### src/core/nand_host_pkg.sv
// constants for the host-side nand target controller
// assumes one target on an asynchronous strobe bus, one 125 MHz clock
// Contract
// - host holds write protect low from power-on until supply is stable.
// - host changes write protect only while ready and between command sequences.
// - host waits the protect-to-command interval after any write-protect change.
// - ready/busy valid 50us after ramp start; no reset before valid high.
// - non-monitoring host waits 100us after supply minimum; monitoring waits high.
// - host sends reset FFh to every target before any other command.
// - command latched on rising write strobe, cmd latch high, addr latch low.
// - address latched on rising write strobe, addr latch high, cmd latch low.
package nand_host_pkg;
    // opcodes
    localparam logic [7:0] OP_RESET      = 8'h00_FF;
    localparam logic [7:0] OP_READ_ID    = 8'h00_90;
    localparam logic [7:0] OP_PARAM_PAGE = 8'h00_EC;
    localparam logic [7:0] OP_UNIQUE_ID  = 8'h00_ED;
    localparam logic [7:0] OP_GET_FEAT   = 8'h00_EE;
    localparam logic [7:0] OP_SET_FEAT   = 8'h00_EF;
    localparam logic [7:0] OP_STATUS     = 8'h00_70;
    localparam logic [7:0] OP_STATUS_ENH = 8'h00_78;
    // address and data cycle counts
    localparam logic [2:0] ADDR_CYC_ONE  = 3'h1;
    localparam logic [2:0] ADDR_CYC_ENH  = 3'h3;
    localparam logic [2:0] DATA_CYC_FEAT = 3'h4;
    // timing, in ns and in clock cycles at 125 MHz
    localparam int CLK_PERIOD_NS      = 8;
    localparam int POWER_WAIT_NS      = 100_000;
    localparam int RESET_BUSY_NS      = 1_000_000;
    localparam int PROTECT_WAIT_NS    = 100;
    localparam int POWER_WAIT_CYC     = (POWER_WAIT_NS + CLK_PERIOD_NS - 1) / CLK_PERIOD_NS;
    localparam int RESET_BUSY_CYC     = (RESET_BUSY_NS + CLK_PERIOD_NS - 1) / CLK_PERIOD_NS;
    localparam int PROTECT_WAIT_CYC   = (PROTECT_WAIT_NS + CLK_PERIOD_NS - 1) / CLK_PERIOD_NS;
    // strobe phase length: each strobe half lasts this many cycles (>= 20 ns)
    localparam logic [1:0] STROBE_CYC = 2'h3;
    localparam int CNT_W              = 20;
    // bus cycle kinds passed to the strobe engine
    typedef enum logic [1:0] {
        CYC_CMD  = 2'b00,
        CYC_ADDR = 2'b01,
        CYC_DIN  = 2'b10,
        CYC_DOUT = 2'b11
    } cyc_kind_t;
    // sequencer states
    typedef enum logic [3:0] {
        ST_POWER    = 4'b0000,
        ST_WAIT_RDY = 4'b0001,
        ST_RST_CMD  = 4'b0010,
        ST_RST_BUSY = 4'b0011,
        ST_IDLE     = 4'b0100,
        ST_WP_WAIT  = 4'b0101,
        ST_CMD      = 4'b0110,
        ST_ADDR     = 4'b0111,
        ST_DIN      = 4'b1000,
        ST_DOUT     = 4'b1001,
        ST_BUSY_CHK = 4'b1010
    } seq_state_t;
endpackage

### src/core/nand_cycle_if.sv
// handshake between the sequencer and the strobe engine
// assumes both ends share ref_clk
`timescale 1ns/1ps
`default_nettype none
interface nand_cycle_if;
    import nand_host_pkg::*;
    logic      req;
    cyc_kind_t kind;
    logic [7:0] wrData;
    logic       done;
    logic [7:0] rdData;
    modport seq (output req, output kind, output wrData, input done, input rdData);
    modport eng (input req, input kind, input wrData, output done, output rdData);
endinterface
`default_nettype wire

### src/core/nand_target_control_init.sv
// host controller: power-on init, write protect control, command issue
// assumes one target, ready/busy pulled up outside, inputs synchronous to ref_clk
`timescale 1ns/1ps
`default_nettype none
module nand_target_control_init
    import nand_host_pkg::*;
#(
    parameter int POWER_WAIT = nand_host_pkg::POWER_WAIT_CYC,
    parameter int RESET_BUSY = nand_host_pkg::RESET_BUSY_CYC
) (
    // clocking
    input  wire logic       ref_clk,
    input  wire logic       rst_n,
    input  wire logic       clkEn,
    // user request
    input  wire logic       reqValid,
    input  wire logic [7:0] reqOpcode,
    input  wire logic [23:0] reqAddr,
    input  wire logic [31:0] reqData,
    input  wire logic       reqProtect_n,
    input  wire logic       monitorRb,
    output logic            reqReady,
    output logic            rspValid,
    output logic [7:0]      rspData,
    output logic            rspRefused,
    output logic            initDone,
    // nand pins
    output logic            chipEnable_n,
    output logic            cmdLatch,
    output logic            addrLatch,
    output logic            writeStrobe_n,
    output logic            read_strobe_n,
    output logic            writeProtect_n,
    output logic [7:0]      ioOut,
    output logic            ioOe,
    input  wire logic [7:0] ioIn,
    input  wire logic       readyBusy_n
);
    import nand_host_pkg::*;
    nand_cycle_if cycBus ();
    seq_state_t   state_ff;
    seq_state_t   nxt_state;
    logic [CNT_W-1:0] cnt_ff;
    logic [7:0]   op_ff;
    logic [23:0]  addr_ff;
    logic [31:0]  data_ff;
    logic [2:0]   idx_ff;
    logic [2:0]   addrCnt;
    logic         hasDin;
    logic         hasDout;
    logic         busyOk;
    logic         targetReady;
    logic         powerDone;
    logic         resetDone;
    logic         wpDone;
    logic         wpChange;
    logic         cycDone;
    logic         opStatus;
    logic         stateMove;
    logic         takeReq;

    // opcode decode: address count, data direction, busy acceptance
    assign addrCnt = (op_ff == OP_STATUS_ENH) ? ADDR_CYC_ENH :
                     (op_ff == OP_STATUS || op_ff == OP_RESET) ? 3'h0 :
                     ADDR_CYC_ONE;
    assign opStatus = (op_ff == OP_STATUS) || (op_ff == OP_STATUS_ENH);
    assign hasDin  = (op_ff == OP_SET_FEAT);
    assign hasDout = !hasDin && (op_ff != OP_RESET);
    assign busyOk  = (reqOpcode == OP_STATUS) || (reqOpcode == OP_STATUS_ENH) ||
                     (reqOpcode == OP_RESET);
    // wired-or line: low means some die is busy
    assign targetReady = readyBusy_n;
    assign powerDone   = (cnt_ff >= CNT_W'(POWER_WAIT));
    assign resetDone   = (cnt_ff >= CNT_W'(RESET_BUSY));
    assign wpDone      = (cnt_ff >= CNT_W'(PROTECT_WAIT_CYC));
    assign wpChange    = (reqProtect_n != writeProtect_n);
    assign cycDone     = cycBus.done;
    assign stateMove   = (state_ff != nxt_state);
    assign takeReq     = (state_ff == ST_IDLE) && (nxt_state == ST_CMD);

    // cycle request towards the strobe engine
    assign cycBus.req    = (state_ff == ST_RST_CMD) || (state_ff == ST_CMD) ||
                           (state_ff == ST_ADDR) || (state_ff == ST_DIN) ||
                           (state_ff == ST_DOUT);
    assign cycBus.kind   = (state_ff == ST_ADDR) ? CYC_ADDR :
                           (state_ff == ST_DIN)  ? CYC_DIN  :
                           (state_ff == ST_DOUT) ? CYC_DOUT : CYC_CMD;
    assign cycBus.wrData = (state_ff == ST_RST_CMD) ? OP_RESET :
                           (state_ff == ST_CMD)  ? op_ff :
                           (state_ff == ST_ADDR) ? addr_ff[8*idx_ff[1:0] +: 8] :
                           data_ff[8*idx_ff[1:0] +: 8];

    // next state
    always_comb begin
        nxt_state = state_ff;
        case (state_ff)
            // no monitoring: fixed wait; monitoring: wait for line high
            ST_POWER:    if (powerDone || monitorRb) nxt_state = ST_WAIT_RDY;
            ST_WAIT_RDY: if (targetReady) nxt_state = ST_RST_CMD;
            ST_RST_CMD:  if (cycDone) nxt_state = ST_RST_BUSY;
            ST_RST_BUSY: if (resetDone && targetReady) nxt_state = ST_IDLE;
            ST_IDLE: begin
                // protect level moves only while ready and between sequences
                if (targetReady && wpChange) nxt_state = ST_WP_WAIT;
                else if (reqValid && (targetReady || busyOk)) nxt_state = ST_CMD;
            end
            ST_WP_WAIT:  if (wpDone) nxt_state = ST_IDLE;
            ST_CMD: begin
                if (cycDone) begin
                    if (op_ff == OP_RESET) nxt_state = ST_RST_BUSY;
                    else if (addrCnt != 3'h0) nxt_state = ST_ADDR;
                    else nxt_state = ST_DOUT;
                end
            end
            // status skips the ready check, a busy die must still answer it
            ST_ADDR: if (cycDone && idx_ff == addrCnt - 3'h1) begin
                if (hasDin) nxt_state = ST_DIN;
                else if (opStatus) nxt_state = ST_DOUT;
                else nxt_state = ST_BUSY_CHK;
            end
            ST_DIN:      if (cycDone && idx_ff == DATA_CYC_FEAT - 3'h1) nxt_state = ST_BUSY_CHK;
            ST_BUSY_CHK: if (targetReady) nxt_state = hasDout ? ST_DOUT : ST_IDLE;
            ST_DOUT:     if (cycDone) nxt_state = ST_IDLE;
            default:     nxt_state = ST_POWER;
        endcase
    end

    // state register
    always_ff @(posedge ref_clk or negedge rst_n) begin
        if (!rst_n) begin
            state_ff <= ST_POWER;
        end else if (clkEn) begin
            state_ff <= nxt_state;
        end
    end

    // byte index inside the address or data phase
    always_ff @(posedge ref_clk or negedge rst_n) begin
        if (!rst_n) begin
            idx_ff <= 3'h0;
        end else if (clkEn) begin
            if (stateMove) idx_ff <= 3'h0;
            else if (cycDone) idx_ff <= idx_ff + 3'h1;
        end
    end

    // wait counter restarts per state; saturates so a long idle cannot wrap
    always_ff @(posedge ref_clk or negedge rst_n) begin
        if (!rst_n) begin
            cnt_ff <= '0;
        end else if (clkEn) begin
            if (stateMove) cnt_ff <= '0;
            else if (cnt_ff != '1) cnt_ff <= cnt_ff + CNT_W'(1);
        end
    end

    // request fields held for the whole sequence
    always_ff @(posedge ref_clk or negedge rst_n) begin
        if (!rst_n) begin
            op_ff   <= 8'h00_00;
            addr_ff <= 24'h00_0000;
            data_ff <= 32'h0000_0000;
        end else if (clkEn && takeReq) begin
            op_ff   <= reqOpcode;
            addr_ff <= reqAddr;
            data_ff <= reqData;
        end
    end

    // protect pin: low from power-on, moved only on entry to the protect wait
    always_ff @(posedge ref_clk or negedge rst_n) begin
        if (!rst_n) begin
            writeProtect_n <= 1'b0;
        end else if (clkEn && state_ff == ST_IDLE && nxt_state == ST_WP_WAIT) begin
            writeProtect_n <= reqProtect_n;
        end
    end

    // pins and user answers, all registered
    always_ff @(posedge ref_clk or negedge rst_n) begin
        if (!rst_n) begin
            chipEnable_n   <= 1'b1;
            reqReady       <= 1'b0;
            rspValid       <= 1'b0;
            rspData        <= 8'h00_00;
            rspRefused     <= 1'b0;
            initDone       <= 1'b0;
        end else if (clkEn) begin
            rspValid   <= 1'b0;
            rspRefused <= 1'b0;
            chipEnable_n <= (nxt_state == ST_POWER) || (nxt_state == ST_WAIT_RDY) ||
                            (nxt_state == ST_IDLE) || (nxt_state == ST_WP_WAIT);
            reqReady <= (nxt_state == ST_IDLE) && (state_ff == ST_IDLE);
            if (state_ff == ST_RST_BUSY && nxt_state == ST_IDLE) initDone <= 1'b1;
            // busy target drops requests that need a ready die
            if (state_ff == ST_IDLE && reqValid && !targetReady && !busyOk && !wpChange)
                rspRefused <= 1'b1;
            if (state_ff == ST_DOUT && cycDone) begin
                rspValid <= 1'b1;
                rspData  <= cycBus.rdData;
            end else if (state_ff == ST_BUSY_CHK && targetReady && !hasDout) begin
                rspValid <= 1'b1;
            end
        end
    end

    // strobe engine owns the latch and strobe pins
    nand_strobe_engine engine (
        .ref_clk       (ref_clk),
        .rst_n         (rst_n),
        .clkEn         (clkEn),
        .cyc           (cycBus.eng),
        .cmdLatch      (cmdLatch),
        .addrLatch     (addrLatch),
        .writeStrobe_n (writeStrobe_n),
        .read_strobe_n (read_strobe_n),
        .ioOut         (ioOut),
        .ioOe          (ioOe),
        .ioIn          (ioIn)
    );
endmodule
`default_nettype wire

### src/core/nand_strobe_engine.sv
// one asynchronous bus cycle: command, address, data in or data out
// assumes chip enable is held low by the sequencer during a sequence
`timescale 1ns/1ps
`default_nettype none
module nand_strobe_engine
    import nand_host_pkg::*;
(
    // clocking
    input  wire logic       ref_clk,
    input  wire logic       rst_n,
    input  wire logic       clkEn,
    // sequencer side
    nand_cycle_if.eng       cyc,
    // pins
    output logic            cmdLatch,
    output logic            addrLatch,
    output logic            writeStrobe_n,
    output logic            read_strobe_n,
    output logic [7:0]      ioOut,
    output logic            ioOe,
    input  wire logic [7:0] ioIn
);
    import nand_host_pkg::*;
    logic [1:0] phase_ff;
    logic [1:0] tick_ff;
    logic       isWrite;
    logic       tickEnd;
    assign isWrite = (cyc.kind != CYC_DOUT);
    assign tickEnd = (tick_ff == STROBE_CYC - 2'h1);

    // phase 0 idle, 1 strobe low, 2 strobe high hold; data taken on the rising edge
    always_ff @(posedge ref_clk or negedge rst_n) begin
        if (!rst_n) begin
            phase_ff      <= 2'h0;
            tick_ff       <= 2'h0;
            cmdLatch      <= 1'b0;
            addrLatch     <= 1'b0;
            writeStrobe_n <= 1'b1;
            read_strobe_n <= 1'b1;
            ioOut         <= 8'h00_00;
            ioOe          <= 1'b0;
            cyc.done      <= 1'b0;
            cyc.rdData    <= 8'h00_00;
        end else if (clkEn) begin
            cyc.done <= 1'b0;
            tick_ff  <= tickEnd ? 2'h0 : tick_ff + 2'h1;
            case (phase_ff)
                2'h0: begin
                    tick_ff <= 2'h0;
                    if (cyc.req && !cyc.done) begin
                        phase_ff  <= 2'h1;
                        cmdLatch  <= (cyc.kind == CYC_CMD);
                        addrLatch <= (cyc.kind == CYC_ADDR);
                        ioOut     <= cyc.wrData;
                        ioOe      <= isWrite;
                        writeStrobe_n <= !isWrite;
                        read_strobe_n <= isWrite;
                    end
                end
                2'h1: if (tickEnd) begin
                    phase_ff      <= 2'h2;
                    writeStrobe_n <= 1'b1; // rising edge latches cmd/addr/data
                    read_strobe_n <= 1'b1;
                    if (!isWrite) cyc.rdData <= ioIn;
                end
                2'h2: if (tickEnd) begin
                    // latches drop only after the hold phase
                    phase_ff  <= 2'h0;
                    cmdLatch  <= 1'b0;
                    addrLatch <= 1'b0;
                    ioOe      <= 1'b0;
                    cyc.done  <= 1'b1;
                end
                default: phase_ff <= 2'h0;
            endcase
        end
    end
endmodule
`default_nettype wire

### config.mk
export PLATFORM = sky130hd
export DESIGN_NAME = nand_target_control_init
export DESIGN_NICKNAME = d
export VERILOG_FILES = /design/src/core/nand_host_pkg.sv /design/src/core/nand_cycle_if.sv /design/src/core/nand_target_control_init.sv /design/src/core/nand_strobe_engine.sv
export SDC_FILE = /design/constraint.sdc
export NUM_CORES = 1
export LEC_CHECK = 0
export BUFFER_PORTS_ARGS = -buffer_cell sky130_fd_sc_hd__buf_2
export CORE_MARGIN = 3
export CORE_UTILIZATION = 30
export CTS_CLUSTER_DIAMETER = 60
export DETAILED_ROUTE_END_ITERATION = 7
export PLACE_DENSITY_LB_ADDON = 0.05
export SYNTH_ARGS = -nofsm -noshare
export SYNTH_HDL_FRONTEND = slang
export SYNTH_SLANG_ARGS = --single-unit
### constraint.sdc
create_clock -name ref_clk -period 3.65 [get_ports ref_clk]
set_clock_uncertainty 0.15 [all_clocks]
set_input_delay 0.73 -clock ref_clk [delete_from_list [all_inputs] [get_ports ref_clk]]
set_output_delay 0.73 -clock ref_clk [all_outputs]
set_load 0.005 [all_outputs]
-- Yosys cells after proc, flatten, opt, wreduce, memory -nomap -nowiden
Index checks and enable logic that the tools add are counted.
- word-level logic and storage cells: 178
- bits of input ports: 79
- register bits after elaboration: 131
- output and inout bits: 27
- bitwise logic cells: 1
- order comparisons: 3
- eq/ne operators: 35
- reductions and logical operators: 58
- add/subtract/negate cells: 4
- multiplexer cells: 52
- shift operators: 2
- operators with widths (kind ; count):
    4-bit 2-to-1 mux ; 15
    4-bit case mux with 11 select lines ; 1
    20-bit 2-to-1 mux ; 2
    8-bit by 7-bit == test with 1-bit output, second input constant ; 4
    32-bit by 6-bit variable part select with 8-bit output ; 1
    4-bit by 3-bit == test with 1-bit output, second input constant ; 7
    8-bit == test, second input constant ; 3
    8-bit 2-to-1 mux ; 3
    24-bit by 6-bit variable part select with 8-bit output ; 1
    2-bit 2-to-1 mux ; 11
    20-bit by 1-bit adder with 20-bit output, second input constant ; 1
    20-bit by 14-bit >= comparator with 1-bit output, second input constant ; 1
    20-bit by 17-bit >= comparator with 1-bit output, second input constant ; 1
    20-bit by 4-bit >= comparator with 1-bit output, second input constant ; 1
    1-bit logical AND ; 20
    20-bit != test, second input constant ; 1
    4-bit AND reduction ; 4
    1-bit logical OR ; 13
    4-bit == test, second input constant ; 3
    1-bit 2-to-1 mux ; 12
    1-bit case mux with 2 select lines ; 5
    4-bit by 1-bit == test with 1-bit output, second input constant ; 2
    4-bit by 2-bit == test with 1-bit output, second input constant ; 2
    4-bit logical NOT ; 2
    21 further kinds ; 39

-- Logic depth before layout (Yosys ltp)
Gate-level depths: netlist of the first run.
- depth after elaboration: 13
- gate-level depth with buffers: 12
- mapped depth without buffers: 10

-- Modules after synthesis
A second synthesis of the first run with hierarchy kept.
- cell total of the unflattened synthesis: 610
- area total of the unflattened synthesis: 6912.9 um^2
- modules (own cells, without submodules) (module ; cells each ; times used ; area each (um^2)):
    nand_target_control_init ; 527 ; 1 ; 5761.8
    nand_strobe_engine ; 83 ; 1 ; 1151.1

-- Worst setup path after synthesis of the first run
Ideal clock, no wire load.
- path kind: register to register
- from: reg cnt_ff[19]
- to: reg addr_ff[0]
- required time: 3375 ps
- library setup time: 125 ps
- cell stages (with the launch flop): 11
- period minus slack after synthesis: 3047 ps
- arrival time: 2772 ps
- setup slack: 603 ps
- path buffers: 2
- path through: dfrtp_1 or3_1 or4_1 o21ai_1 nor4bb_1 and3_1 nand3_1 or3_1 buf_4 buf_6 mux2_4
- longest elaborated chain between the ends: 7
- elaborated cells between the ends (all ways): 12
- classes of those cells: 3 x order compare; 1 x eq/ne; 4 x mux; 4 x reduce/logical
- ends and longest elaborated chain (element ; RTL line ; text):
    start, declared ; nand_target_control_init.sv:43 ; logic [CNT_W-1:0] cnt_ff;
    start signal, assigned ; nand_target_control_init.sv:153 ; else if (cnt_ff != '1) cnt_ff <= cnt_ff + CNT_W'(1);
    20-bit by 17-bit >= comparator with 1-bit output or 20-bit by 14-bit >= comparator with 1-bit output (tied branches) ; nand_target_control_init.sv:74, nand_target_control_init.sv:73 ;
    1-bit logical AND or 1-bit logical OR (tied branches) ; nand_target_control_init.sv:101, nand_target_control_init.sv:98 ;
    4-bit 2-to-1 mux (on tied branches) ; nand_target_control_init.sv:101, nand_target_control_init.sv:98 ;
    4-bit case mux with 11 select lines * ; nand_target_control_init.sv:96 ; case (state_ff)
    4-bit by 3-bit == test with 1-bit output * ; nand_target_control_init.sv:79 ; assign takeReq = (state_ff == ST_IDLE) && (nxt_state == ST_CMD);
    1-bit logical AND * ; nand_target_control_init.sv:79 ;
    1-bit logical AND * ; nand_target_control_init.sv:163 ; end else if (clkEn && takeReq) begin
    end signal, assigned ; nand_target_control_init.sv:165 ; addr_ff <= reqAddr;
    end, declared ; nand_target_control_init.sv:45 ; logic [23:0] addr_ff;
Mark *: on every way between the ends. The rest lies on a longest branch, timed or not.
A chain may end at the register's enable or synchronous reset.

-- Worst setup path in the final report of the first run
- from: reg op_ff[7]
- to: reg idx_ff[2]
- longest elaborated chain between the ends: 12
- elaborated cells between the ends (all ways): 28
- classes of those cells: 1 x add/sub; 7 x eq/ne; 12 x mux; 8 x reduce/logical
- ends and longest elaborated chain (element ; RTL line ; text):
    start, declared ; nand_target_control_init.sv:44 ; logic [7:0] op_ff;
    start signal, assigned ; nand_target_control_init.sv:164 ; op_ff <= reqOpcode;
    8-bit by 7-bit == test with 1-bit output or 8-bit == test (tied branches) ; nand_target_control_init.sv:64, nand_target_control_init.sv:66, nand_target_control_init.sv:110 ;
    1-bit logical OR ; nand_target_control_init.sv:64 ; (op_ff == OP_STATUS || op_ff == OP_RESET) ? 3'h0 :
    1-bit 2-to-1 mux ; nand_target_control_init.sv:64 ;
    2-bit 2-to-1 mux ; nand_target_control_init.sv:63 ; assign addrCnt = (op_ff == OP_STATUS_ENH) ? ADDR_CYC_ENH :
    2-bit by 1-bit subtractor with 3-bit output or 3-bit nonzero test (tied branches) ; nand_target_control_init.sv:116, nand_target_control_init.sv:111 ;
    3-bit == test or 4-bit 2-to-1 mux (tied branches) ; nand_target_control_init.sv:116, nand_target_control_init.sv:111 ;
    1-bit logical AND or 4-bit 2-to-1 mux (tied branches) ; nand_target_control_init.sv:116, nand_target_control_init.sv:110 ;
    4-bit 2-to-1 mux (on tied branches) ; nand_target_control_init.sv:116, nand_target_control_init.sv:109 ;
    4-bit case mux with 11 select lines * ; nand_target_control_init.sv:96 ;
    4-bit != test * ; nand_target_control_init.sv:78 ; assign stateMove = (state_ff != nxt_state);
    2-bit nonzero test (no line) ; -- ;
    2-bit AND reduction (no line) ; -- ;
    end signal, assigned ; nand_target_control_init.sv:143 ; else if (cycDone) idx_ff <= idx_ff + 3'h1;
    end, declared ; nand_target_control_init.sv:47 ; logic [2:0] idx_ff;
Marks and branches as above.

==> out/results.txt, run 1 <==
Min-Delay Path Class - primary input to async pin
Pins over their slew limit - 0
Number of synthesized register bits - 131
Root Buffer - clkbuf_16
Post-layout instance area - 8500 sq um
Most frequent cells in the layout - 128 x dfrtp_1, 104 x buf_2, 60 x mux2_4
Outcome - complete, no violations
Worst setup SP type - register
Post-synth cell types - 71
Port bufs - 105
Most used cell, CP - buf_4
HPWL after DPL - 14200 um
Met1 Track Usage GR - 24.3%
Area leader, netlist - dfrtp_1
Period utilization - 91.1%
Main flop type after synthesis - dfrtp_1
Cts hold-fix bufs - 0
Critical-path cell list - or4_4 -> nor4_1 -> buf_4 -> o221ai_1 -> a211oi_1 -> o211a_2 -> a21oi_2 -> buf_4 -> a41oi_1 -> o32ai_1
Setup CP Type - register to register
Routed wire length - 19700 um
Slew margin rel. - 43.3%
PD cells - 563 nW/um^2
TritonCTS Buffers - 17
Vias/cell - 5.31
Data required, critical path - 3.78 ns
First-pass GRT wire length - 31900 um
Clock Tree Buf Depth - 2
Worst R2R Setup Slack - 0.32 ns
Largest net degree at the start of global routing - 78
Clk sink count - 131
First drt pass iteration count - 5
Die Y - 158 um
Clk Latency, worst-skew pair - 0.42 ns
Data arrival, critical path - 3.46 ns
IO Count - 106
Post-Syn Area - 6930 sq um
Sequential-to-total area share from yosys stat - 47.4%
Asr flop ratio synth - 100%
Peak supply drop - 283 uV
GPL Wtd Cong - 0.858
Syn Nets - 704
Area contributors post-synth - dfrtp_1 46%, mux2_4 13%, nand2_1 3.0%
Nets - 822
GR met2 Demand/Resource - 23.8%
GRT busiest layer - met1
Delay-heaviest family, CP - compound AO/OA/AOI/OAI gates
GRT Total Usage - 16.5%
Initial Util - 31.2%
Post_cts resized - 0
Cells after synthesis - 619
CORE AREA - 22200 sq um
Post-CTS Setup Bufs - 0
Max-cap violations - 0
Setup WS pre-CTS - 0.327 ns
Die footprint - 25000 sq um
LEAKAGE - 4.03 nW
CP endpoint kind - register
YS warnings - 0
Fin crit period - 3.33 ns
GR Overflow Total - 0
FP Rows - 54
Worst hold margin - 0.204 ns
Slew @ Worst Pin - 0.843 ns
Die width - 158 um
Vias in the first global route - 5601
DRC viols - 0
Setup_tns - 0 ns
R2R Path End - idx_ff[2]
Share of cells above drive strength 1 - 34.9%
Final Hold Viols - 0
Mean Syn Cell Area - 11.2 sq um
CP max stage delay - 0.60 ns
Reg2Reg Depth - 10
Antenna Nets Post-Route - 0
Crit Path Max Fanout - 8
Reg clk slew, reported paths - 0.07 ns
Unrepaired setup endpoints after global routing - false
Synthesis-to-layout area growth - 22.7%
DR iter-0 viols - 324
Routed vias - 5467
Ant. Diodes - 0
EDFF count, synth - 0
Setup ws final - 0.324 ns
Initial antenna violation count - 0
Buffers & Inverters on Critical Path - 2
H-Tree Level Count - 4
F_max - 301 MHz
Final setup fails - 0
GR Util met3 - 4.73%
Dpl cell area - 7930 sq um
CTS tree - yes
Worst flop-to-flop path startpoint - op_ff[7]
Share of the synthesized area in the top cell type - 46.2%
Max stage delay cell, worst path - or4_4
WL/cell - 19.1 um
Commonest non-fill, non-tap cell in the layout - dfrtp_1
## Yosys cell counts (3+ instances only)
| cell type | count |
|---|---|
| o21ai_1 | 9 |
| and3_1 | 9 |
| mux2_2 | 17 |
| nand2b_1 | 3 |
| mux4_2 | 8 |
| mux2_1 | 5 |
| nand2_1 | 55 |
| a21oi_1 | 23 |
| a31oi_1 | 14 |
| o21ai_0 | 17 |
| a41oi_1 | 9 |
| nor4_1 | 11 |
| mux2_4 | 60 |
| o221ai_1 | 3 |
| nor2b_1 | 8 |
| nand4_1 | 16 |
| or3_1 | 3 |
| o211ai_1 | 5 |
| a311o_1 | 6 |
| o22ai_1 | 17 |
| buf_1 | 3 |
| dfstp_2 | 3 |
| inv_1 | 22 |
| nand3_1 | 27 |
| clkbuf_1 | 25 |
| and4_1 | 4 |
| and2_1 | 7 |
| a32o_1 | 3 |
| a21o_1 | 4 |
| o311ai_1 | 4 |
| buf_6 | 6 |
| ha_1 | 6 |
| nor2_1 | 28 |
| dfrtp_1 | 128 |
| nor3_1 | 9 |
## sequential cells by signal (all words and copies together), names as in the netlist, 2 cells and up
name / cells
data_ff: 32
addr_ff: 24
cnt_ff: 20
engine.cyc.rdData: 8
engine.ioOut: 8
op_ff: 8
rspData: 8
state_ff: 4
idx_ff: 3
engine.phase_ff: 2
engine.tick_ff: 2
## logic make-up after synthesis
group / share of synthesized area [%]
AOI/OAI and AO/OA: 14.3
xor gates and xnor gates: 0.126
adders and majority gates: 1.08
buffers and inverters: 3.92
DFF: 47.4
muxes: 19.3
and+or+nand+nor: 13.9
## final cells by class
type | count | area (sq um)
repair buffers | 135 | 820
clock buffers | 18 | 429
well taps | 280 | 350
clock inverters | 14 | 146
inverters | 23 | 86.3
fillers | 2170 | 13700
flip-flops and latches | 131 | 3280
multi-input cells | 429 | 3390
## where the power goes
| group | internal, W | leakage (nW) | switching [W] | total (W) |
|---|---|---|---|---|
| Combinational | 0.000544 | 1.97 | 0.000719 | 0.00126 |
| Sequential | 0.00164 | 1.78 | 0.000187 | 0.00183 |
| Clock | 0.000962 | 0.275 | 0.000731 | 0.00169 |
| Total | 0.00315 | 4.03 | 0.00164 | 0.00478 |
## metrics by stage
stage / cells / utilization (%) / power [W]
final: 1030 / 38.2 / 0.00478
after CTS: 1030 / 38.2 / 0.00485
after global placement: 998 / 35.7 / 0.00312
after floorplan: 619 / - / 0.00253
after global routing: 1030 / 38.2 / 0.00508
after detailed placement: 998 / 35.7 / 0.00312
## worst register-to-register path: stages, from the launching register on
cell	delay, ns
dfrtp_1	0.45
or4_4	0.60
nor4_1	0.23
buf_4	0.19
o221ai_1	0.12
a211oi_1	0.30
o211a_2	0.35
a21oi_2	0.11
buf_4	0.18
a41oi_1	0.36
o32ai_1	0.16
## per-layer routing
layer	share of wire, %	vias to the layer above
met5	0	-
met4	1.3	0
met3	6.4	18
met2	43	159
met1	49	2709
li1	-	2581
## worst max path at each step
stage | from | to | slack (ns) | cells after the start
2_1_floorplan | cnt_ff[19] | addr_ff[0] | 0.60 | 10
3_3_place_gp | op_ff[7] | idx_ff[2] | 0.37 | 10
3_5_place_dp | readyBusy_n | data_ff[4] | 0.33 | 10
4_1_cts | cnt_ff[19] | data_ff[6] | 0.32 | 9
5_1_grt | cnt_ff[19] | data_ff[1] | 0.16 | 9
6_report | op_ff[7] | idx_ff[2] | 0.32 | 10
Note: power is estimated with default switching activity, not from simulation.
==> run 2: changes to the inputs <==
--- a/config.mk
+++ b/config.mk
@@ -10,7 +10,7 @@
 export CORE_UTILIZATION = 30
 export CTS_CLUSTER_DIAMETER = 60
 export DETAILED_ROUTE_END_ITERATION = 7
-export PLACE_DENSITY_LB_ADDON = 0.05
+export PLACE_DENSITY = 0.45
 export SYNTH_ARGS = -nofsm -noshare
 export SYNTH_HDL_FRONTEND = slang
 export SYNTH_SLANG_ARGS = --single-unit
==> constraint.sdc (replaced) <==
create_clock -name ref_clk -period 3.65 [get_ports ref_clk]
set_clock_uncertainty 0.15 [all_clocks]
set_input_delay 0.73 -clock ref_clk [delete_from_list [all_inputs] [get_ports ref_clk]]
set_output_delay 0.73 -clock ref_clk [all_outputs]
set_load 0.01 [all_outputs]
==> out/results.txt, run 2 (synthesis results as in run 1) <==
Outcome - complete, no violations
GRT Total Usage - 16.0% (-0.52 points)
Commonest non-fill, non-tap cell in the layout - dfrtp_1
Slew @ Worst Pin - 0.794 ns (-0.0498 ns)
Clock Tree Buf Depth - 2 (unchanged)
Cts hold-fix bufs - 0 (unchanged)
GPL Wtd Cong - 0.855 (-0.36%)
Initial antenna violation count - 0 (unchanged)
Top routing layer used - met4
PD cells - 556 nW/um^2 (-1.3%)
Vias in the first global route - 5491 (-2.0%)
TritonCTS Buffers - 17 (unchanged)
Fin crit period - 3.48 ns (+0.156 ns)
LEAKAGE - 3.99 nW (-0.89%)
Most flops, register - data_ff
First-pass GRT wire length - 31000 um (-2.9%)
Ant. Diodes - 0 (unchanged)
Biggest regs - data_ff x32, addr_ff x24, cnt_ff x20
WL/cell - 19.1 um (about the same)
Reg clk slew, reported paths - 0.06 ns (about the same)
Reg2Reg Depth - 9 (-1)
CP endpoint kind - register
Final Hold Viols - 0 (unchanged)
GR Overflow Total - 0 (unchanged)
Crit Path Max Fanout - 15 (+7)
Peak supply drop - 268 uV (-5.1%)
Routed wire length - 19700 um (+0.15%)
Setup ws final - 0.168 ns (-0.156 ns)
Largest net degree at the start of global routing - 77 (-1.3%)
Setup CP Type - register to register
Period utilization - 95.4% (+4.3 points)
Min-Delay Path Class - primary input to async pin
Root Buffer - clkbuf_16
Max-cap violations - 0 (unchanged)
CTS tree - yes
HPWL after DPL - 14300 um (+1.0%)
Worst setup SP type - register
FP Rows - 54 (unchanged)
Initial Util - 31.2% (unchanged)
Die Y - 158 um (unchanged)
Nets - 823 (+0.12%)
DRC viols - 0 (unchanged)
F_max - 287 MHz (-4.5%)
Final setup fails - 0 (unchanged)
DR iter-0 viols - 348 (+7.4%)
Clk sink count - 131 (unchanged)
Die footprint - 25000 sq um (unchanged)
Data required, critical path - 3.80 ns (+0.02 ns)
Max FFs per register - 32 (unchanged)
Fin util - 37.9% (-0.30 points)
M1 wire length - 9220 um (-3.9%)
Placed Cells - 999 (+0.10%)
Worst flop-to-flop path startpoint - cnt_ff[19]
Synthesis-to-layout area growth - 21.7%
Data arrival, critical path - 3.63 ns (+0.17 ns)
Final std cells w/o fill - 1031 (+0.097%)
Routed vias - 5511 (+0.80%)
Share of cells above drive strength 1 - 34.8% (-0.18 points)
Met3 wire len - 1020 um (-19%)
Setup WS pre-CTS - 0.221 ns (-0.106 ns)
Slew margin rel. - 46.7% (+3.3 points)
Die width - 158 um (unchanged)
Vias/cell - 5.35 (+0.71%)
Antenna Nets Post-Route - 0 (unchanged)
Setup crit start - cnt_ff[19]
Post_cts resized - 0 (unchanged)
Most frequent cells in the layout - 128 x dfrtp_1, 104 x buf_2, 60 x mux2_4
Met2 Wirelength - 9180 um (+7.5%)
CORE AREA - 22200 sq um (unchanged)
First drt pass iteration count - 5 (unchanged)
IO Count - 106 (unchanged)
Post-CTS Setup Bufs - 0 (unchanged)
Pins over their slew limit - 0 (unchanged)
Clk Latency, worst-skew pair - 0.42 ns (about the same)
Unrepaired setup endpoints after global routing - false
Port bufs - 105 (unchanged)
Setup_tns - 0 ns (unchanged)
H-Tree Level Count - 4 (unchanged)
==> run 2: cell type report <==
type	count	area, sq um
Fill cell	2180	13800
Multi-Input combinational cell	429	3390
Timing Repair Buffer	136	790
Tap cell	280	350
Clock inverter	10	75.1
Clock buffer	22	464
Inverter	23	86.3
Sequential cell	131	3280
==> run 2: path summary, 6_finish.rpt <==
path                                    end  slack (ns)
worst max-delay path             data_ff[6]        0.17
worst min-delay path            data_ff[14]        0.18
worst max register to register   data_ff[6]        0.17
worst min register to register     initDone        0.32
max in group asynchronous        addr_ff[3]        2.40
min in group ref_clk               initDone        0.32
==> run 2: layer usage <==
layer | GRT usage [%] | up-vias
met5 | 0 | -
met2 | 24.5 | 148
li1 | - | 2574
met4 | 4.38 | 0
met1 | 22.8 | 2768
met3 | 3.61 | 21
==> run 2: where the power goes <==
group / switching (W) / internal, W
logic: 0.000784 / 0.000536
clock network: 0.000658 / 0.000908
registers: 0.000159 / 0.00164
total: 0.00160 / 0.00309
==> run 2: stage by stage <==
| step | power [W] | cell area [sq um] | hold slack, ns |
|---|---|---|---|
| global placement | 0.00313 | 7900 | 0.310 |
| floorplan | 0.00256 | 6930 | 0.284 |
| CTS | 0.00474 | 8440 | 0.220 |
| detailed placement | 0.00315 | 7900 | 0.300 |
| finish | 0.00469 | 8440 | 0.175 |
| global route | 0.00494 | 8440 | 0.247 |
==> run 2: worst max-delay path: stages, from the launching register on <==
cell and delay (ns):
dfrtp_1 0.43, or3_1 0.41, or4_1 0.47, o21ai_1 0.14, nor4bb_1 0.27, and3_1 0.28, nand3_1 0.09, or3_4 0.50
buf_4 0.27, mux2_1 0.34
==> run 3: changes to the inputs <==
--- a/config.mk
+++ b/config.mk
@@ -11,6 +11,7 @@
 export CTS_CLUSTER_DIAMETER = 60
 export DETAILED_ROUTE_END_ITERATION = 7
 export PLACE_DENSITY = 0.45
+export RECOVER_POWER = 100
 export SYNTH_ARGS = -nofsm -noshare
 export SYNTH_HDL_FRONTEND = slang
 export SYNTH_SLANG_ARGS = --single-unit
==> out/results.txt, run 3 (synthesis results as in run 1) <==
Ant. Diodes - 0 (unchanged)
CP endpoint kind - register
HPWL after DPL - 14300 um (unchanged)
Fin crit period - 3.44 ns (-0.0437 ns)
GRT Total Usage - 16.0% (unchanged)
Port bufs - 105 (unchanged)
CP max stage delay - 0.59 ns (+0.09 ns)
Initial antenna violation count - 0 (unchanged)
Worst flop-to-flop path startpoint - op_ff[7]
Filler Cell Count - 2259 (+3.6%)
Nets - 823 (unchanged)
Die Y - 158 um (unchanged)
F_max - 291 MHz (+1.3%)
PD cells - 569 nW/um^2 (+2.3%)
Die footprint - 25000 sq um (unchanged)
WL/cell - 19.1 um (-0.16%)
Crit Path Max Fanout - 40 (+25)
CTS tree - yes
Cts hold-fix bufs - 0 (unchanged)
Pins over their slew limit - 77 (+77)
Initial Util - 31.2% (unchanged)
FP Rows - 54 (unchanged)
Reg clk slew, reported paths - 0.06 ns (about the same)
Placed Cells - 999 (unchanged)
Final Hold Viols - 0 (unchanged)
Vias/cell - 5.35 (about the same)
GR Overflow Total - 0 (unchanged)
LEAKAGE - 3.69 nW (-7.6%)
CORE AREA - 22200 sq um (unchanged)
Clock Tree Buf Depth - 2 (unchanged)
Root Buffer - clkbuf_16
Biggest regs - data_ff x32, addr_ff x24, cnt_ff x20
Commonest non-fill, non-tap cell in the layout - dfrtp_1
Failing checks - max-capacitance violations, max-slew violations
Final setup fails - 0 (unchanged)
Most frequent cells in the layout - 128 x dfrtp_1, 76 x buf_2, 61 x mux2_1
Min-Delay Path Class - register to register
Worst setup SP type - register
Routed vias - 5516 (+0.091%)
First-pass GRT wire length - 31000 um (unchanged)
GPL Wtd Cong - 0.855 (unchanged)
Final std cells w/o fill - 1031 (unchanged)
Outcome - finished, violations left
H-Tree Level Count - 4 (unchanged)
Max stage delay cell, worst path - or4_4
Slew margin rel. - -32.6% (-79 points)
Buffers & Inverters on Critical Path - 1 (unchanged)
Routed wire length - 19700 um (-0.16%)
First drt pass iteration count - 4 (-1)
Synthesis-to-layout area growth - 17.0%
Max FFs per register - 32 (unchanged)
Largest net degree at the start of global routing - 77 (unchanged)
Most flops, register - data_ff
Share of cells above drive strength 1 - 22.1% (-13 points)
DR iter-0 viols - 318 (-8.6%)
Setup CP Type - register to register
Post_cts resized - 0 (unchanged)
Die width - 158 um (unchanged)
Post-CTS Setup Bufs - 0 (unchanged)
Peak supply drop - 268 uV (about the same)
Critical-path cell list - or4_4 -> a2bb2oi_1 -> o22ai_1 -> o211ai_1 -> o21ai_1 -> nand3_1 -> or3_4 -> buf_8 -> mux2_1
TritonCTS Buffers - 17 (unchanged)
Slew @ Worst Pin - 1.99 ns (+1.19 ns)
Hold path start - initDone
Setup crit start - op_ff[7]
Period utilization - 94.2% (-1.2 points)
Clk sink count - 131 (unchanged)
Data arrival, critical path - 3.58 ns (-0.05 ns)
Max-cap violations - 1 (+1)
Clk Latency, worst-skew pair - 0.42 ns (about the same)
Setup_tns - 0 ns (unchanged)
Unrepaired setup endpoints after global routing - false
Vias in the first global route - 5491 (unchanged)
Antenna Nets Post-Route - 0 (unchanged)
DRC viols - 0 (unchanged)
Data required, critical path - 3.79 ns (about the same)
IO Count - 106 (unchanged)
Delay-heaviest family, CP - simple AND/OR/NAND/NOR gates
## run 3: changes by cell type in the layout (fill, tap and decap cells not counted), sizes merged
| cell | previous run | this run |
|---|---|---|
| clkbuf | 22 | 60 |
| buf | 136 | 98 |
## run 3: worst register-to-register path: stages, from the launching register on
cell and delay [ns]:
dfrtp_1 0.46, or4_4 0.59, a2bb2oi_1 0.17, o22ai_1 0.18, o211ai_1 0.19, o21ai_1 0.36
nand3_1 0.12, or3_4 0.48, buf_8 0.25, mux2_1 0.36
## run 3: final cells by class
cell class / instances / area, sq um / area share (%)
repair buffers: 136 / 699 / 8.63
flip-flops and latches: 131 / 3280 / 40.5
clock inverters: 10 / 75.1 / 0.926
well taps: 280 / 350 / 4.32
inverters: 23 / 86.3 / 1.06
multi-input cells: 429 / 3150 / 38.9
clock buffers: 22 / 464 / 5.72
## run 3: metal layers
metal / vias to the layer above / routed length [um] / GRT usage (%) / part of all wire (%)
li1: 2575 / - / - / -
met1: 2771 / 9190 / 22.8 / 47
met2: 151 / 9150 / 24.5 / 47
met3: 19 / 1050 / 3.61 / 5.3
met4: 0 / 266 / 4.38 / 1.4
met5: - / 0 / 0 / 0
## run 3: path summary, 6_finish.rpt
check | slack, ns | endpoint | cells after the start
setup reg to reg | 0.21 | addr_ff[21] | 9
min in group asynchronous | 0.69 | addr_ff[14] | 1
max in group asynchronous | 0.79 | cnt_ff[15] | 2
hold reg to reg | 0.32 | initDone | 1
setup / recovery | 0.21 | addr_ff[21] | 9
hold / removal | 0.32 | initDone | 1
## run 3: report_power, final
group	switching, W	leakage [nW]	total, W	internal [W]
registers	0.000161	1.78	0.00180	0.00164
clock network	0.000657	0.254	0.00157	0.000908
logic	0.000766	1.65	0.00124	0.000474
## run 3: through the flow
| step | worst slack, ns | util (%) | power (W) | hold slack [ns] | cell area [sq um] |
|---|---|---|---|---|---|
| floorplan | 0.603 | - | 0.00256 | 0.284 | 6930 |
| global placement | 0.308 | 35.5 | 0.00313 | 0.310 | 7900 |
| detailed placement | 0.221 | 35.5 | 0.00315 | 0.300 | 7900 |
| CTS | 0.197 | 37.9 | 0.00474 | 0.220 | 8440 |
| global route | 0.0411 | 36.5 | 0.00487 | 0.351 | 8110 |
| finish | 0.212 | 36.5 | 0.00461 | 0.320 | 8110 |
